**src/core/blit_status_pkg.sv**
```systemverilog
// Shared constants for the transfer engine status block
package blit_status_pkg;

    // Register byte addresses inside the device register area
    localparam logic [15:0] ADDR_SRC_PARAM   = 16'h8100;
    localparam logic [15:0] ADDR_DST_PARAM   = 16'h8104;
    localparam logic [15:0] ADDR_COUNT_PARAM = 16'h8108;
    localparam logic [15:0] ADDR_COMMAND     = 16'h810C;
    localparam logic [15:0] ADDR_ENG_STATUS  = 16'h820C;
    localparam logic [15:0] ADDR_VGA_BASE    = 16'h8210;
    localparam logic [15:0] ADDR_INT_STATUS  = 16'h8300;
    localparam logic [15:0] ADDR_INT_MASK    = 16'h8304;

    // Engine status field positions
    localparam int STAT_XFER_ACTIVE_BIT  = 0;
    localparam int STAT_PIPE_ACTIVE_BIT  = 1;
    localparam int STAT_XFER_PENDING_BIT = 2;
    localparam int STAT_WIDTH            = 8;

    // Command field positions
    localparam int CMD_START_BIT = 0;

    // Interrupt field positions and width
    localparam int INT_XFER_DONE_BIT   = 0;
    localparam int INT_PIPE_IDLE_BIT   = 1;
    localparam int INT_QUEUE_START_BIT = 2;
    localparam int INT_WIDTH           = 3;

    // Widths of datapath fields
    localparam int COUNT_WIDTH = 16;
    localparam int OUTST_WIDTH = 8;

    // Reset values
    localparam logic [31:0]            RESET_WORD  = 32'h0000_0000;
    localparam logic [COUNT_WIDTH-1:0] RESET_COUNT = 16'h0000;
    localparam logic [INT_WIDTH-1:0]   RESET_INT   = 3'h0;
    localparam logic [OUTST_WIDTH-1:0] RESET_OUTST = 8'h00;

    // Address step between successive memory requests
    localparam logic [31:0] ADDR_STEP = 32'h0000_0004;

    // Pipeline sequencer states
    typedef enum logic [0:0] {
        PIPE_IDLE = 1'b0,
        PIPE_RUN  = 1'b1
    } pipe_state_t;

endpackage

```
**src/core/mem_track_if.sv**
```systemverilog
`timescale 1ns/1ps
`default_nettype none
// Link between the sequencer and the outstanding request tracker
interface mem_track_if;
    import blit_status_pkg::*;
    logic                   issue;       // Request sent this cycle
    logic                   done;        // Memory finished one request
    logic                   idle;        // Nothing outstanding
    logic [OUTST_WIDTH-1:0] outstanding; // Requests in flight

    modport engine  (output issue, output done, input idle,
                     input outstanding);
    modport tracker (input issue, input done, output idle,
                     output outstanding);
endinterface
`default_nettype wire

```
**src/core/blit_engine_status.sv**
```systemverilog
`timescale 1ns/1ps
`default_nettype none

// Function
// - Status bit 2 shows queued transfer
// - Parameter writes while pending change queued op
// - Status bit 1 shows pipeline processing
// - Status bit 0 shows transfer in progress
// - Transfer flag holds until memory drains
// - VGA emulation base register at 8210h
module blit_engine_status
    import blit_status_pkg::*;
(
    // Clock and reset
    input  wire logic        pclk,
    input  wire logic        presetn,
    // APB slave
    input  wire logic        psel,
    input  wire logic        penable,
    input  wire logic        pwrite,
    input  wire logic [15:0] paddr,
    input  wire logic [31:0] pwdata,
    output logic      [31:0] prdata,
    output logic             pready,
    output logic             pslverr,
    // Memory controller side
    output logic             mem_req,
    output logic      [31:0] mem_addr,
    input  wire logic        mem_done,
    // VGA emulation
    output logic      [31:0] vga_base,
    // Interrupt
    output logic             irq
);

    // Bus decode
    logic        access;      // Access phase with answer this edge
    logic        wr_en;       // Write takes effect
    logic        rd_en;       // Read data captured
    logic        addr_hit;    // Address maps to a register
    logic [31:0] rd_value;    // Read mux output

    // Software visible parameter set; source and count copied at launch, destination never used
    logic [31:0]            src_param;   // Source address
    logic [31:0]            dst_param;   // Destination address
    logic [COUNT_WIDTH-1:0] count_param; // Number of memory requests

    // Working copy of the running operation
    logic [COUNT_WIDTH-1:0] remaining;   // Requests left to issue
    logic [31:0]            run_addr;    // Next request address
    pipe_state_t            state;       // Sequencer state

    // Queue and status
    logic                   pending;     // Second op waiting
    logic                   xfer_active; // Live transfer busy
    logic                   xfer_prev;   // Previous transfer busy
    logic [STAT_WIDTH-1:0]  status_word; // Engine status value

    // Launch control
    logic                   start_req;     // Software start command
    logic                   finishing;     // Last cycle of an op
    logic                   launch_queued; // Queued op begins
    logic                   launch_direct; // Start begins at once
    logic                   queue_start;   // Start must wait

    // Interrupt state
    logic [INT_WIDTH-1:0]   int_status;  // Sticky events
    logic [INT_WIDTH-1:0]   int_mask;    // Enables
    logic [INT_WIDTH-1:0]   int_events;  // Events this cycle

    // Tracker link
    mem_track_if trk ();

    mem_request_tracker u_tracker (
        .pclk    (pclk),
        .presetn (presetn),
        .trk     (trk)
    );

    // Answer comes one cycle into the access phase
    assign access = psel && penable && pready;
    // Writes land on the edge that completes the access
    assign wr_en  = access && pwrite && addr_hit;
    // Read data loads one edge early, so that it
    // already stands while pready is high
    assign rd_en  = psel && penable && !pready && !pwrite;

    // Address decode for mapped registers
    // Unmapped places fall to the default and raise pslverr
    always_comb begin
        case (paddr)
            ADDR_SRC_PARAM,
            ADDR_DST_PARAM,
            ADDR_COUNT_PARAM,
            ADDR_COMMAND,
            ADDR_ENG_STATUS,
            ADDR_VGA_BASE,
            ADDR_INT_STATUS,
            ADDR_INT_MASK: addr_hit = 1'b1;
            default:       addr_hit = 1'b0;
        endcase
    end

    // Ready pulses once per access, giving one wait state
    // Fixed timing keeps the master simple; no back-pressure
    // Cleared again on the edge after it was seen high
    always_ff @(posedge pclk or negedge presetn) begin
        if (!presetn) begin
            pready <= 1'b0;
        end else begin
            pready <= psel && penable && !pready;
        end
    end

    // Error flag rides with ready for unmapped addresses
    // Decoded in the wait cycle, where paddr already stands
    always_ff @(posedge pclk or negedge presetn) begin
        if (!presetn) begin
            pslverr <= 1'b0;
        end else begin
            pslverr <= psel && penable && !pready && !addr_hit;
        end
    end

    // Engine status assembly
    // Flags are live levels, nothing is captured for a read
    always_comb begin
        status_word = '0;
        status_word[STAT_XFER_ACTIVE_BIT]  = xfer_active;
        status_word[STAT_PIPE_ACTIVE_BIT]  = (state == PIPE_RUN);
        status_word[STAT_XFER_PENDING_BIT] = pending;
    end

    // Read multiplexer; command reads back as zero
    // Unmapped places read as zero as well
    // Count is sixteen bits wide, its upper half reads zero
    always_comb begin
        case (paddr)
            ADDR_SRC_PARAM:   rd_value = src_param;
            ADDR_DST_PARAM:   rd_value = dst_param;
            ADDR_COUNT_PARAM: rd_value = {16'h0000, count_param};
            ADDR_ENG_STATUS:  rd_value = {24'h00_0000, status_word};
            ADDR_VGA_BASE:    rd_value = vga_base;
            ADDR_INT_STATUS:  rd_value = {29'h0000_0000, int_status};
            ADDR_INT_MASK:    rd_value = {29'h0000_0000, int_mask};
            default:          rd_value = RESET_WORD;
        endcase
    end

    // Read data held between accesses
    // Holding the last value keeps the bus from toggling
    always_ff @(posedge pclk or negedge presetn) begin
        if (!presetn) begin
            prdata <= RESET_WORD;
        end else if (rd_en) begin
            prdata <= rd_value;
        end
    end

    // Parameter registers; no lock against busy engine
    // Software must not write here while a start is queued,
    // or the queued op runs with the new values
    always_ff @(posedge pclk or negedge presetn) begin
        if (!presetn) begin
            src_param   <= RESET_WORD;
            dst_param   <= RESET_WORD;
            count_param <= RESET_COUNT;
        end else if (wr_en) begin
            case (paddr)
                ADDR_SRC_PARAM:   src_param   <= pwdata;
                ADDR_DST_PARAM:   dst_param   <= pwdata;
                ADDR_COUNT_PARAM: count_param <= pwdata[COUNT_WIDTH-1:0];
                default:          ;
            endcase
        end
    end

    // VGA emulation base, plain storage for the emulation logic
    // Its contents have no meaning inside this block
    always_ff @(posedge pclk or negedge presetn) begin
        if (!presetn) begin
            vga_base <= RESET_WORD;
        end else if (wr_en && paddr == ADDR_VGA_BASE) begin
            vga_base <= pwdata;
        end
    end

    // Start command decode
    // Other command bits are ignored
    assign start_req = wr_en && paddr == ADDR_COMMAND
                       && pwdata[CMD_START_BIT];

    // Last run cycle: nothing left to issue
    // A zero count still spends this one cycle in RUN
    assign finishing = (state == PIPE_RUN) && (remaining == RESET_COUNT);

    // Queued op takes over when the running one ends
    assign launch_queued = finishing && pending;

    // Start runs at once if the pipe is free or frees now
    assign launch_direct = start_req
                           && ((state == PIPE_IDLE)
                               || (finishing && !pending));

    // Otherwise the start waits in the single queue slot
    assign queue_start = start_req && !launch_direct;

    // Queue flag; a new start beats the consuming launch
    // Only one slot: a start while pending is lost, so
    // software has to poll the flag before starting again
    always_ff @(posedge pclk or negedge presetn) begin
        if (!presetn) begin
            pending <= 1'b0;
        end else if (queue_start) begin
            pending <= 1'b1;
        end else if (launch_queued) begin
            pending <= 1'b0;
        end
    end

    // Sequencer state
    // Back-to-back ops stay in RUN with no idle gap,
    // so the pipe flag never dips between them
    always_ff @(posedge pclk or negedge presetn) begin
        if (!presetn) begin
            state <= PIPE_IDLE;
        end else begin
            case (state)
                PIPE_IDLE: begin
                    if (launch_direct) begin
                        state <= PIPE_RUN;
                    end
                end
                PIPE_RUN: begin
                    if (finishing && !launch_queued && !launch_direct) begin
                        state <= PIPE_IDLE;
                    end
                end
                default: state <= PIPE_IDLE;
            endcase
        end
    end

    // Working copy; parameters latched only at launch
    // Later parameter writes cannot disturb a running op
    always_ff @(posedge pclk or negedge presetn) begin
        if (!presetn) begin
            remaining <= RESET_COUNT;
            run_addr  <= RESET_WORD;
        end else if (launch_direct || launch_queued) begin
            // queued op picks up latest values
            remaining <= count_param;
            run_addr  <= src_param;
        end else if (state == PIPE_RUN && remaining != RESET_COUNT) begin
            remaining <= remaining - 16'h0001;
            run_addr  <= run_addr + ADDR_STEP;
        end
    end

    // One request per run cycle while work remains
    assign trk.issue = (state == PIPE_RUN) && (remaining != RESET_COUNT);
    assign trk.done  = mem_done;

    // Request outputs registered toward the memory controller
    // Address is launched together with its request pulse
    always_ff @(posedge pclk or negedge presetn) begin
        if (!presetn) begin
            mem_req  <= 1'b0;
            mem_addr <= RESET_WORD;
        end else begin
            mem_req  <= trk.issue;
            mem_addr <= run_addr;
        end
    end

    // Pipe, tracker and the last request together cover
    // every cycle until the memory side has gone quiet
    // busy until memory drains
    assign xfer_active = (state == PIPE_RUN) || !trk.idle || mem_req;

    // Previous busy level for completion edge
    // Resets low like the transfer flag, so no false done event
    always_ff @(posedge pclk or negedge presetn) begin
        if (!presetn) begin
            xfer_prev <= 1'b0;
        end else begin
            xfer_prev <= xfer_active;
        end
    end

    // Event sources for the interrupt status
    // Each is a single-cycle pulse
    always_comb begin
        int_events = '0;
        int_events[INT_XFER_DONE_BIT]   = xfer_prev && !xfer_active;
        int_events[INT_PIPE_IDLE_BIT]   = finishing && !launch_queued
                                          && !launch_direct;
        int_events[INT_QUEUE_START_BIT] = launch_queued;
    end

    // Sticky status, write one to clear; new event wins
    // An event in the cycle of its clear is not lost
    always_ff @(posedge pclk or negedge presetn) begin
        if (!presetn) begin
            int_status <= RESET_INT;
        end else if (wr_en && paddr == ADDR_INT_STATUS) begin
            int_status <= (int_status & ~pwdata[INT_WIDTH-1:0])
                          | int_events;
        end else begin
            int_status <= int_status | int_events;
        end
    end

    // Interrupt enables
    // Masking hides a bit from irq but leaves it sticky
    always_ff @(posedge pclk or negedge presetn) begin
        if (!presetn) begin
            int_mask <= RESET_INT;
        end else if (wr_en && paddr == ADDR_INT_MASK) begin
            int_mask <= pwdata[INT_WIDTH-1:0];
        end
    end

    // Level interrupt, one cycle behind status
    // Registered so that the pin is free of glitches
    always_ff @(posedge pclk or negedge presetn) begin
        if (!presetn) begin
            irq <= 1'b0;
        end else begin
            irq <= |(int_status & int_mask);
        end
    end

endmodule
`default_nettype wire

```
**src/core/mem_request_tracker.sv**
```systemverilog
`timescale 1ns/1ps
`default_nettype none
// Counts memory requests issued but not yet handled
module mem_request_tracker
    import blit_status_pkg::*;
(
    // Clock and reset
    input  wire logic   pclk,
    input  wire logic   presetn,
    // Sequencer side
    mem_track_if.tracker trk
);

    logic [OUTST_WIDTH-1:0] count; // Requests in flight

    // Issue and completion in one cycle cancel out
    always_ff @(posedge pclk or negedge presetn) begin
        if (!presetn) begin
            count <= RESET_OUTST;
        end else if (trk.issue && !trk.done) begin
            count <= count + 8'h01;
        end else if (!trk.issue && trk.done && count != RESET_OUTST) begin
            // Stray completions are dropped to avoid underflow
            count <= count - 8'h01;
        end
    end

    assign trk.outstanding = count;
    assign trk.idle        = (count == RESET_OUTST);

endmodule
`default_nettype wire

```
**config.mk**
```make
export PLATFORM = sky130hd
export DESIGN_NAME = blit_engine_status
export DESIGN_NICKNAME = d
export VERILOG_FILES = /design/src/core/blit_status_pkg.sv /design/src/core/mem_track_if.sv /design/src/core/blit_engine_status.sv /design/src/core/mem_request_tracker.sv
export SDC_FILE = /design/constraint.sdc
export NUM_CORES = 1
export LEC_CHECK = 0
export BUFFER_PORTS_ARGS = -buffer_cell sky130_fd_sc_hd__buf_4
export CAP_MARGIN = 30
export CELL_PAD_IN_SITES_DETAIL_PLACEMENT = 1
export CELL_PAD_IN_SITES_GLOBAL_PLACEMENT = 2
export CORE_ASPECT_RATIO = 0.75
export CORE_MARGIN = 2
export CORE_UTILIZATION = 38
export DETAILED_ROUTE_END_ITERATION = 12
export PLACE_DENSITY_LB_ADDON = 0.1
export SLEW_MARGIN = 20
export SYNTH_ARGS = -nofsm -noshare
export SYNTH_HDL_FRONTEND = slang
export SYNTH_SLANG_ARGS = --single-unit
```
**constraint.sdc**
```tcl
create_clock -name pclk -period 4.18 [get_ports pclk]
set_input_delay 0.627 -clock pclk [delete_from_list [all_inputs] [get_ports pclk]]
set_output_delay 0.627 -clock pclk [all_outputs]
set_load 0.005 [all_outputs]
```
Word-level counts from Yosys, hierarchy flattened
Index checks and enable logic that the tools add are counted.
- input port bits: 54
- output and inout bits: 100
- logic and storage cells: 100
- bits in registers: 245
- equal/unequal tests: 8
- add/sub/neg operators: 4
- bitwise logic cells: 6
- reductions and logical operators: 50
- multiplexer cells: 14
- operators with widths (cell ; count):
    $pmux 32 s7 ; 1
    $eq 16x16->1 const B ; 8
    $mux 32 ; 2
    $add 32x3->32 const B ; 1
    $mux 16 ; 2
    $logic_and 1x1->1 ; 24
    $logic_not 16->1 ; 1
    $mux 8 ; 2
    $reduce_bool 16->1 ; 1
    $sub 16x1->16 const B ; 1
    $logic_not 1->1 ; 10
    $add 8x1->8 const B ; 1
    $logic_not 8->1 ; 1
    $reduce_bool 8->1 ; 1
    $reduce_or 8->1 ; 1
    $sub 8x1->8 const B ; 1
    $and 3x3->3 ; 2
    $or 3x3->3 ; 2
    $reduce_and 2->1 ; 3
    $reduce_bool 2->1 ; 3
    $mux 1 ; 5
    $logic_or 1x1->1 ; 4
    $mux 3 ; 1
    $not 3->3 ; 1
    3 further kinds ; 3

Logic depth before layout (Yosys ltp)
Gate-level depths: netlist of run 1.
- depth in word-level cells: 11
- gate-level depth with buffers: 13
- gate-level depth less buffers: 13

Cells and area by module
Synthesis of run 1 repeated with hierarchy kept, for this count alone.
- cell total of the unflattened synthesis: 936
- area, all modules: 11044.3 µm²
- modules (own cells, without submodules) (module ; area an instance (µm²) ; sequential area each (µm²) ; cells each ; times used):
    blit_engine_status ; 10413.7 ; 5930.7 ; 880 ; 1
    mem_request_tracker ; 630.6 ; 200.2 ; 56 ; 1

Worst setup path after synthesis of run 1
OpenSTA, ideal clock, no wires.
- kind: reg2reg
- start point: reg remaining[6]
- end point: reg u_tracker.count[6] (netlist: u_tracker.trk.outstanding[6])
- slack: 0.966 ns
- period minus slack after synthesis: 3.214 ns
- path buffers: 1
- cell stages (with the launch flop): 14
- data required time: 4.055 ns
- library setup time: 0.125 ns
- arrival time: 3.089 ns
- cell sequence: dfrtp_1 -> or4_4 -> or3_1 -> buf_6 -> o21ai_2 -> nor2_1 -> inv_1 -> ha_1 -> a21o_1 -> a21oi_1 -> o21bai_1 -> a21oi_1 -> xnor2_1 -> mux2_2
- longest elaborated chain between the ends: 6
- elaborated cells on any way between the ends: 8
- classes of those cells: mux: 1; reduce/logical: 7
- ends and longest elaborated chain (item ; line ; RTL):
    start: declaration ; blit_engine_status.sv:49 ; logic [COUNT_WIDTH-1:0] remaining;
    start signal: assignment ; blit_engine_status.sv:252 ; remaining <= count_param;
    start signal: assignment ; blit_engine_status.sv:255 ; remaining <= remaining - 16'h0001;
    $reduce_bool 16->1 (*) ; blit_engine_status.sv:261 ; assign trk.issue = (state == PIPE_RUN) && (remaining != RESET_COUNT);
    $logic_and 1x1->1 (*) ; blit_engine_status.sv:261 ;
    $logic_not 1->1 ; mem_request_tracker.sv:22 ; end else if (!trk.issue && trk.done && count != RESET_OUTST) begin
    $logic_and 1x1->1 (2 in a row) ; mem_request_tracker.sv:22 ;
    $reduce_bool 2->1 (no source line) ; - ;
    end signal: assignment ; mem_request_tracker.sv:21 ; count <= count + 8'h01;
    end signal: assignment ; mem_request_tracker.sv:24 ; count <= count - 8'h01;
    end: declaration ; mem_request_tracker.sv:14 ; logic [OUTST_WIDTH-1:0] count;
Mark *: on every way between the ends. The rest lies on a longest branch, timed or not.
A chain may end at the register's enable or synchronous reset.

Worst setup path in the final report of run 1
Same ends and word-level chain as after synthesis.

==> results of run 1 <==
power by group through the flow:
| stage | sequential (mW) | clock [mW] | combinational, mW |
|---|---|---|---|
| after global placement | 2.50 | 0 | 0.403 |
| after CTS | 2.46 | 2.38 | 0.413 |
| final | 2.46 | 2.32 | 0.406 |
| after floorplan | 2.49 | 0 | 0.244 |
| after global routing | 2.47 | 2.47 | 0.462 |
| after detailed placement | 2.50 | 0 | 0.408 |
sequential cells by signal (all words and copies together), names as in the netlist, 8 cells and up:
name	flops
run_addr	32
u_tracker.trk.outstanding	8
count_param	16
vga_base	32
mem_addr	32
remaining	16
dst_param	32
src_param	32
prdata	32
worst max-delay path, stage by stage (launching register included):
cell and delay [ns]:
dfrtp_1 0.42, or4_4 0.58, or3_1 0.46, o21ai_2 0.23, nor2_1 0.10, inv_1 0.21, ha_1 0.33, a21o_1 0.19
a21oi_1 0.22, o21bai_1 0.09, a21oi_1 0.18, xnor2_1 0.08, mux2_2 0.25
routing by layer:
layer | GRT usage, % | vias to the layer above
met5 | 0 | -
met4 | 4.59 | 0
met3 | 3.67 | 39
met2 | 33.7 | 194
met1 | 35.7 | 4306
li1 | - | 3750
final timing paths:
path / startpoint / endpoint / slack (ns)
worst max register to register: remaining[6] / u_tracker.trk.outstanding[6] / 0.72
worst max-delay path: remaining[6] / u_tracker.trk.outstanding[6] / 0.72
worst min-delay path: presetn / dst_param[7] / 0.13
min in group pclk: pwdata[24] / vga_base[24] / 0.33
worst min register to register: run_addr[1] / mem_addr[1] / 0.40
max in group asynchronous: presetn / vga_base[4] / 3.11
Yosys cell counts (10+ instances only):
cell	n	area share, %
a21boi_0	16	1.1
a222oi_1	33	3.0
clkbuf_1	36	1.2
dfrtp_1	245	56
nand4_1	13	0.75
o21ai_0	61	2.8
nand3_1	28	1.3
nor3_1	17	0.78
nor2_1	30	1.0
a21oi_1	21	0.97
nor4_1	19	1.1
mux2_2	125	13
a31oi_1	15	0.86
nand2_1	96	3.3
a21o_1	10	0.69
inv_1	15	0.52
xnor2_1	10	0.81
per-stage QoR:
stage / setup slack, ns / cell area, um^2 / power (mW)
after CTS: 0.715 / 13300 / 5.25
final: 0.722 / 13300 / 5.19
after detailed placement: 0.680 / 12500 / 2.91
after global placement: 0.805 / 12500 / 2.91
after floorplan: 0.966 / 10900 / 2.73
after global routing: 0.520 / 13300 / 5.40
kinds of logic after synthesis:
logic type	Yosys count	synth area share, %
xor gates and xnor gates	16	1.29
muxes	132	13.6
AOI/OAI and AO/OA	201	13.0
and+or+nand+nor	254	11.8
buffers and inverters	65	2.75
DFF	245	56.4
adders and majority gates	9	1.11
area by class of cell:
class                   instances  area (um^2)  area share (%)
clock buffers                  37          742            5.56
clock inverters                 9          109           0.816
inverters                      16         60.1           0.450
multi-input cells             612         4460            33.4
flip-flops and latches        245         6130            46.0
well taps                     385          482            3.61
repair buffers                176         1350            10.1
==> impl_metrics.json, run 1 <==
{
  "status": "finished, final reports clean",
  "gp_congestion": 0.789,
  "worst_pin_slew_ns": 0.984,
  "cp-end-kind": "flip-flop",
  "grt_pass1_wl_um": 52300,
  "p_clk_share_pct": 44.8,
  "die_w_um": 199,
  "power.switching_mw": 1.23,
  "drive_above_1_share_pct": 33.4,
  "portBuffers": 153,
  "start_util_pct": 38.7,
  "hold_viol": 0,
  "tritoncts": "built",
  "drt.antenna.violating_nets": 0,
  "synth_cell_types": 68,
  "fp.coreArea_um2": 28100,
  "p_seq_share_pct": 47.4,
  "ctsHoldBuffers": 0,
  "ctsResizeCount": 0,
  "ctsHtreeMaxLevel": 1,
  "crit_required_ns": 4.60,
  "fill_cells": 2969,
  "syn_nets": 985,
  "drcViolationCount": 0,
  "io_pins": 154,
  "fin_skew_ns": 0.0161,
  "p_int_mw": 3.96,
  "power_density_nw_per_um2": 389,
  "wl_met3_um": 1660,
  "relSlewSlack_pct": 34.4,
  "firstDrtPassIters": 5,
  "grt_overflow_total": 0,
  "post-dp-hpwl_um": 22500,
  "rsz0062_at_grt": "no",
  "cts_buffer_depth": 3,
  "wl_per_cell_um": 22.4,
  "syn2layout_area_growth_pct": 22.8,
  "nNetsFinal": 1140,
  "antenna_found_initial": 0,
  "rows": 53,
  "synthFlopType": "dfrtp_1",
  "cts_sinks": 245,
  "fin_crit_ns": 3.46,
  "cp_max_fo": 8,
  "routed.top_layer": "met4",
  "syn_inst": 922,
  "crit_path_start_kind": "flip-flop",
  "clock.fmax_mhz": 289,
  "hold_path.class": "input pin to asynchronous set/reset pin",
  "drv_cap": 0,
  "diodes": 0,
  "instances_no_fill": 1480,
  "grt_util_all_layers_pct": 23.0,
  "drv_slew": 0,
  "vias": 8289,
  "whs_ns": 0.132,
  "postSynthAreaPerCell_um2": 11.8,
  "final_common_cell": "dfrtp_1",
  "cp.arrival_ns": 3.88,
  "die_area_um2": 30000,
  "ys_warn_count": 0,
  "ys_seq_area_share_pct": 56.4,
  "grt_pass1_vias": 8592,
  "clk_pin_slew_ns": 0.06,
  "cts_root_buf": "clkbuf_16",
  "die_h_um": 150,
  "placed_cells": 1433,
  "first_iter_violations": 570,
  "clkLatencyLatePin_ns": 0.55,
  "grt_max_degree": 115,
  "cts_setup_buffers": 0,
  "mostFrequentLayoutCells": "245 x dfrtp_1, 172 x buf_4, 125 x mux2_2",
  "netSwitchingFraction_pct": 23.7,
  "tns_ns": 0,
  "wl_met1_um": 16900,
  "routed_wl_um": 33100,
  "synth_edf_count": 0,
  "utilization_pct": 47.5,
  "vias_per_cell": 5.60,
  "met2_length_um": 14000,
  "pwr-share-comb_pct": 7.8,
  "power_leakage_nw": 6.14,
  "r2r_cells": 12,
  "critPathKind": "flip-flop to flip-flop",
  "cts_inserted_buffers": 26,
  "setup_violations": 0,
  "syn-cell-area_um2": 10900,
  "finalCritPeriodShare_pct": 82.7,
  "synth.ff_latch_count": 245,
  "ir_drop_mv": 0.261,
  "ys_async_sr_fraction_pct": 100
}
(Power assumes the default switching activity.)
==> inputs of run 2 (changes only) <==
Clock period 4.18 ns to 3.61 ns, I/O delays scaled along.
==> impl_metrics.json, run 2 (synthesized netlist as in run 1, its figures left out) <==
{
  "gp_congestion": 0.805,
  "power.switching_mw": 1.38,
  "setup_violations": 0,
  "grt_pass1_wl_um": 50900,
  "start_util_pct": 38.7,
  "clock.fmax_mhz": 294,
  "mostFrequentLayoutCells": "245 x dfrtp_1, 182 x buf_4, 125 x mux2_2",
  "hold_viol": 0,
  "regToRegSetupSlack_ns": 0.21,
  "ir_drop_mv": 0.287,
  "firstDrtPassIters": 5,
  "relSlewSlack_pct": 49.6,
  "tns_ns": 0,
  "vias_per_cell": 5.51,
  "clkLatencyLatePin_ns": 0.52,
  "fin_crit_ns": 3.40,
  "rsz0062_at_grt": "no",
  "cp.arrival_ns": 3.81,
  "cts_buffer_depth": 3,
  "r2r_cells": 12,
  "crit_path_start": "remaining[6]",
  "drcViolationCount": 0,
  "drt.antenna.violating_nets": 0,
  "tritoncts": "built",
  "ctsHtreeMaxLevel": 1,
  "fill_cells": 3003,
  "syn2layout_area_growth_pct": 23.2,
  "timing.rr.start": "remaining[6]",
  "grt_max_degree": 93,
  "post-dp-hpwl_um": 22300,
  "final_common_cell": "dfrtp_1",
  "wl_per_cell_um": 21.6,
  "die_area_um2": 30000,
  "netSwitchingFraction_pct": 23.2,
  "clk_pin_slew_ns": 0.06,
  "status": "finished, final reports clean",
  "p_clk_share_pct": 43.8,
  "drv_cap": 0,
  "cts_root_buf": "clkbuf_16",
  "grt_overflow_total": 0,
  "hold_path.class": "input pin to asynchronous set/reset pin",
  "io_pins": 154,
  "critPathKind": "flip-flop to flip-flop",
  "die_h_um": 150,
  "whs_ns": 0.0601,
  "routed_wl_um": 32200,
  "ctsHoldBuffers": 0,
  "crit_path_start_kind": "flip-flop",
  "p_int_mw": 4.54,
  "cts_inserted_buffers": 26,
  "crit_required_ns": 4.02,
  "first_iter_violations": 585,
  "fp.coreArea_um2": 28100,
  "portBuffers": 153,
  "fin_skew_ns": 0.00787,
  "rows": 53,
  "grt_util_all_layers_pct": 22.1,
  "cts_sinks": 245,
  "vias": 8203,
  "worst_pin_slew_ns": 0.756,
  "p_seq_share_pct": 48.2,
  "nNetsFinal": 1149,
  "cp-end-kind": "flip-flop",
  "antenna_found_initial": 2,
  "pwr-share-comb_pct": 8.0,
  "cp_max_fo": 8,
  "drive_above_1_share_pct": 33.8,
  "die_w_um": 199,
  "power_density_nw_per_um2": 442,
  "r2r_end": "u_tracker.trk.outstanding[6]",
  "diodes": 0,
  "power_leakage_nw": 6.17,
  "finalCritPeriodShare_pct": 94.2,
  "drv_slew": 0,
  "grt_pass1_vias": 8430
}
-- run 2: cell type report --
cell class	instances	area, um^2	share of cell area [%]
inverters	16	60.1	0.449
clock buffers	44	820	6.12
clock inverters	2	10.0	0.0748
multi-input cells	612	4460	33.3
repair buffers	185	1420	10.6
flip-flops and latches	245	6130	45.8
well taps	385	482	3.60
-- run 2: timing repair --
item                                    in CTS  in global routing
gates resized for setup                      0                  1
setup buffers                                0                  0
endpoints found under the setup margin       0                  2
-- run 2: power groups by stage --
stage | Clock (mW) | Sequential [mW] | Combinational, mW
after global placement | 0 | 2.90 | 0.463
final | 2.60 | 2.85 | 0.472
after CTS | 2.67 | 2.85 | 0.479
after global routing | 2.77 | 2.86 | 0.536
after floorplan | 0 | 2.88 | 0.282
after detailed placement | 0 | 2.90 | 0.479
-- run 2: through the flow --
stage                     setup WS [ns]  area [um^2]  cells  total power, mW  utilization (%)
after floorplan                   0.396        10900    922             3.16                -
after global placement            0.276        12600   1443             3.36             44.8
after detailed placement         0.0856        12600   1443             3.38             44.8
after CTS                        0.0748        13400   1489             6.00             47.7
after global routing            0.00584        13400   1489             6.17             47.7
final                             0.208        13400   1489             5.92             47.7
-- run 2: worst max path at each step --
| stage | to | slack [ns] | cells past startpoint |
|---|---|---|---|
| after global routing | u_tracker.trk.outstanding[6] | 0.006 | 12 |
| final | u_tracker.trk.outstanding[6] | 0.21 | 12 |
| after floorplan | u_tracker.trk.outstanding[6] | 0.40 | 13 |
| after global placement | u_tracker.trk.outstanding[6] | 0.28 | 12 |
| after CTS | u_tracker.trk.outstanding[6] | 0.07 | 12 |
| after detailed placement | u_tracker.trk.outstanding[6] | 0.09 | 12 |
-- run 2: worst max-delay path: stages (launching register included) --
cell and delay, ns:
dfrtp_1 0.42, or4_4 0.58, or3_1 0.46, o21ai_2 0.20, nor2_1 0.10, inv_2 0.15, ha_1 0.31, a21o_1 0.18
a21oi_1 0.23, o21bai_1 0.09, a21oi_1 0.21, xnor2_1 0.10, mux2_2 0.27
-- run 2: routing by layer --
layer,global-route usage [%],wire [um]
met5,0,0
met1,35.2,16800
met2,32.3,13600
met4,3.13,382
met3,3.05,1480
==> inputs of run 3 (changes only) <==
Settings changed: RECOVER_POWER from default to 100.
==> impl_metrics.json, run 3 (synthesized netlist as in run 1, its figures left out) <==
{
  "drive_above_1_share_pct": 31.0,
  "pwr-share-comb_pct": 7.9,
  "ir_drop_mv": 0.288,
  "syn2layout_area_growth_pct": 21.7,
  "p_clk_share_pct": 43.9,
  "cts_buffer_depth": 3,
  "rows": 53,
  "die_w_um": 199,
  "fin_crit_ns": 3.40,
  "r2r_end": "u_tracker.trk.outstanding[6]",
  "cts_sinks": 245,
  "fill_cells": 3027,
  "clkLatencyLatePin_ns": 0.52,
  "clock.fmax_mhz": 294,
  "clk_pin_slew_ns": 0.06,
  "setup_ws_ns": 0.211,
  "antenna_found_initial": 2,
  "ctsHtreeMaxLevel": 1,
  "rsz0062_at_grt": "no",
  "hp-start": "pwdata[17]",
  "cp_top_family": "simple AND/OR/NAND/NOR gates",
  "grt_pass1_wl_um": 50900,
  "power.switching_mw": 1.37,
  "grt_pass1_vias": 8430,
  "power_density_nw_per_um2": 447,
  "tritoncts": "built",
  "wl_per_cell_um": 21.6,
  "ff_latch_area_um2": 6130,
  "relSlewSlack_pct": -58.1,
  "portBuffers": 153,
  "mostFrequentLayoutCells": "245 x dfrtp_1, 125 x mux2_2, 96 x nand2_1",
  "violations": "max-capacitance violations, max-slew violations",
  "crit_chain": "or4_4 > or3_1 > o21ai_2 > nor2_1 > inv_2 > ha_1 > a21o_1 > a21oi_1 > o21bai_1 > a21oi_1 > xnor2_1 > mux2_2",
  "min_delay_worst_endpoint": "dst_param[17]",
  "drv_slew": 92,
  "die_area_um2": 30000,
  "critPathKind": "flip-flop to flip-flop",
  "post-dp-hpwl_um": 22300,
  "final_common_cell": "dfrtp_1",
  "cts_root_buf": "clkbuf_16",
  "pre_cts_slack_ns": 0.0856,
  "critPathMaxStageDelay_ns": 0.57,
  "critPathBufInv": 1,
  "fin_area_um2": 13200,
  "cp_max_fo": 8,
  "routed_wl_um": 32100,
  "start_util_pct": 38.7,
  "status": "finished with violations",
  "worst_pin_slew_ns": 2.37,
  "whs_ns": 0.272,
  "nNetsFinal": 1149,
  "vias_per_cell": 5.55,
  "setup_violations": 0,
  "grt_util_all_layers_pct": 22.1,
  "timing.rr.start": "remaining[6]",
  "crit_path_start_kind": "flip-flop",
  "r2r_cells": 12,
  "io_pins": 154,
  "multi_input_area_um2": 4420,
  "drcViolationCount": 0,
  "grt_max_degree": 93,
  "regToRegSetupSlack_ns": 0.21,
  "power_leakage_nw": 6.02,
  "netSwitchingFraction_pct": 23.2,
  "cp-end-kind": "flip-flop",
  "fp.coreArea_um2": 28100,
  "grt_overflow_total": 0,
  "gp_congestion": 0.805,
  "vias": 8262,
  "cts_inserted_buffers": 26,
  "drt.antenna.violating_nets": 0,
  "min_path_cells": 2,
  "tns_ns": 0,
  "first_iter_violations": 624,
  "p_seq_share_pct": 48.2,
  "placed_area_um2": 12600,
  "firstDrtPassIters": 8,
  "diodes": 0,
  "die_h_um": 150,
  "cp_common_cell": "a21oi_1",
  "finalCritPeriodShare_pct": 94.2,
  "hold_viol": 0,
  "slowest_stage": "or4_4",
  "p_int_mw": 4.54,
  "fin_skew_ns": 0.00723,
  "cp.arrival_ns": 3.81,
  "drv_cap": 1,
  "crit_required_ns": 4.02,
  "hold_path.class": "input pin to flip-flop"
}
## run 3: per-layer routing
metal  wire length (um)  global-route usage [%]  vias to the layer above
li1                   -                       -                     3756
met1              16500                    35.2                     4304
met2              13800                    32.3                      176
met3               1490                    3.05                       26
met4                382                    3.13                        0
met5                  0                       0                        -
## run 3: area by class of cell
| class | instances | area share, % |
|---|---|---|
| Sequential cell | 245 | 46.4 |
| Multi-Input combinational cell | 612 | 33.5 |
| Timing Repair Buffer | 185 | 9.80 |
| Clock buffer | 44 | 6.20 |
| Tap cell | 385 | 3.64 |
| Inverter | 16 | 0.454 |
| Clock inverter | 2 | 0.0757 |
## run 3: power groups by stage
stage	clock (mW)	sequential (mW)	combinational, mW
2_1_floorplan	0	2.88	0.282
3_3_place_gp	0	2.90	0.463
3_5_place_dp	0	2.90	0.479
4_1_cts	2.67	2.85	0.479
5_1_grt	2.77	2.86	0.530
6_report	2.60	2.85	0.465
## run 3: timing repair
action                                  CTS  global route
buffers inserted                          0             0
endpoints found under the setup margin    0             2
hold buffers                              0             0
resized for setup                         0             1
## run 3: worst max-delay path by stage
stage                     slack (ns)                            to    startpoint  cells after the start
after floorplan                 0.40  u_tracker.trk.outstanding[6]  remaining[6]                     13
after global placement          0.28  u_tracker.trk.outstanding[6]  remaining[6]                     12
after detailed placement        0.09  u_tracker.trk.outstanding[6]  remaining[6]                     12
after CTS                       0.07  u_tracker.trk.outstanding[6]  remaining[6]                     12
after global routing            0.02  u_tracker.trk.outstanding[6]  remaining[6]                     12
final                           0.21  u_tracker.trk.outstanding[6]  remaining[6]                     12
## run 3: stage by stage
step	power [mW]	std cells	util (%)
after global placement	3.36	1443	44.8
after global routing	6.16	1489	47.1
after detailed placement	3.38	1443	44.8
final	5.91	1489	47.1
after floorplan	3.16	922	-
after CTS	6.00	1489	47.7
## run 3: worst register-to-register path, cell delays in order, from the launching register on
cell	delay [ns]
dfrtp_1	0.42
or4_4	0.57
or3_1	0.46
o21ai_2	0.20
nor2_1	0.09
inv_2	0.15
ha_1	0.31
a21o_1	0.18
a21oi_1	0.23
o21bai_1	0.09
a21oi_1	0.21
xnor2_1	0.10
mux2_2	0.27
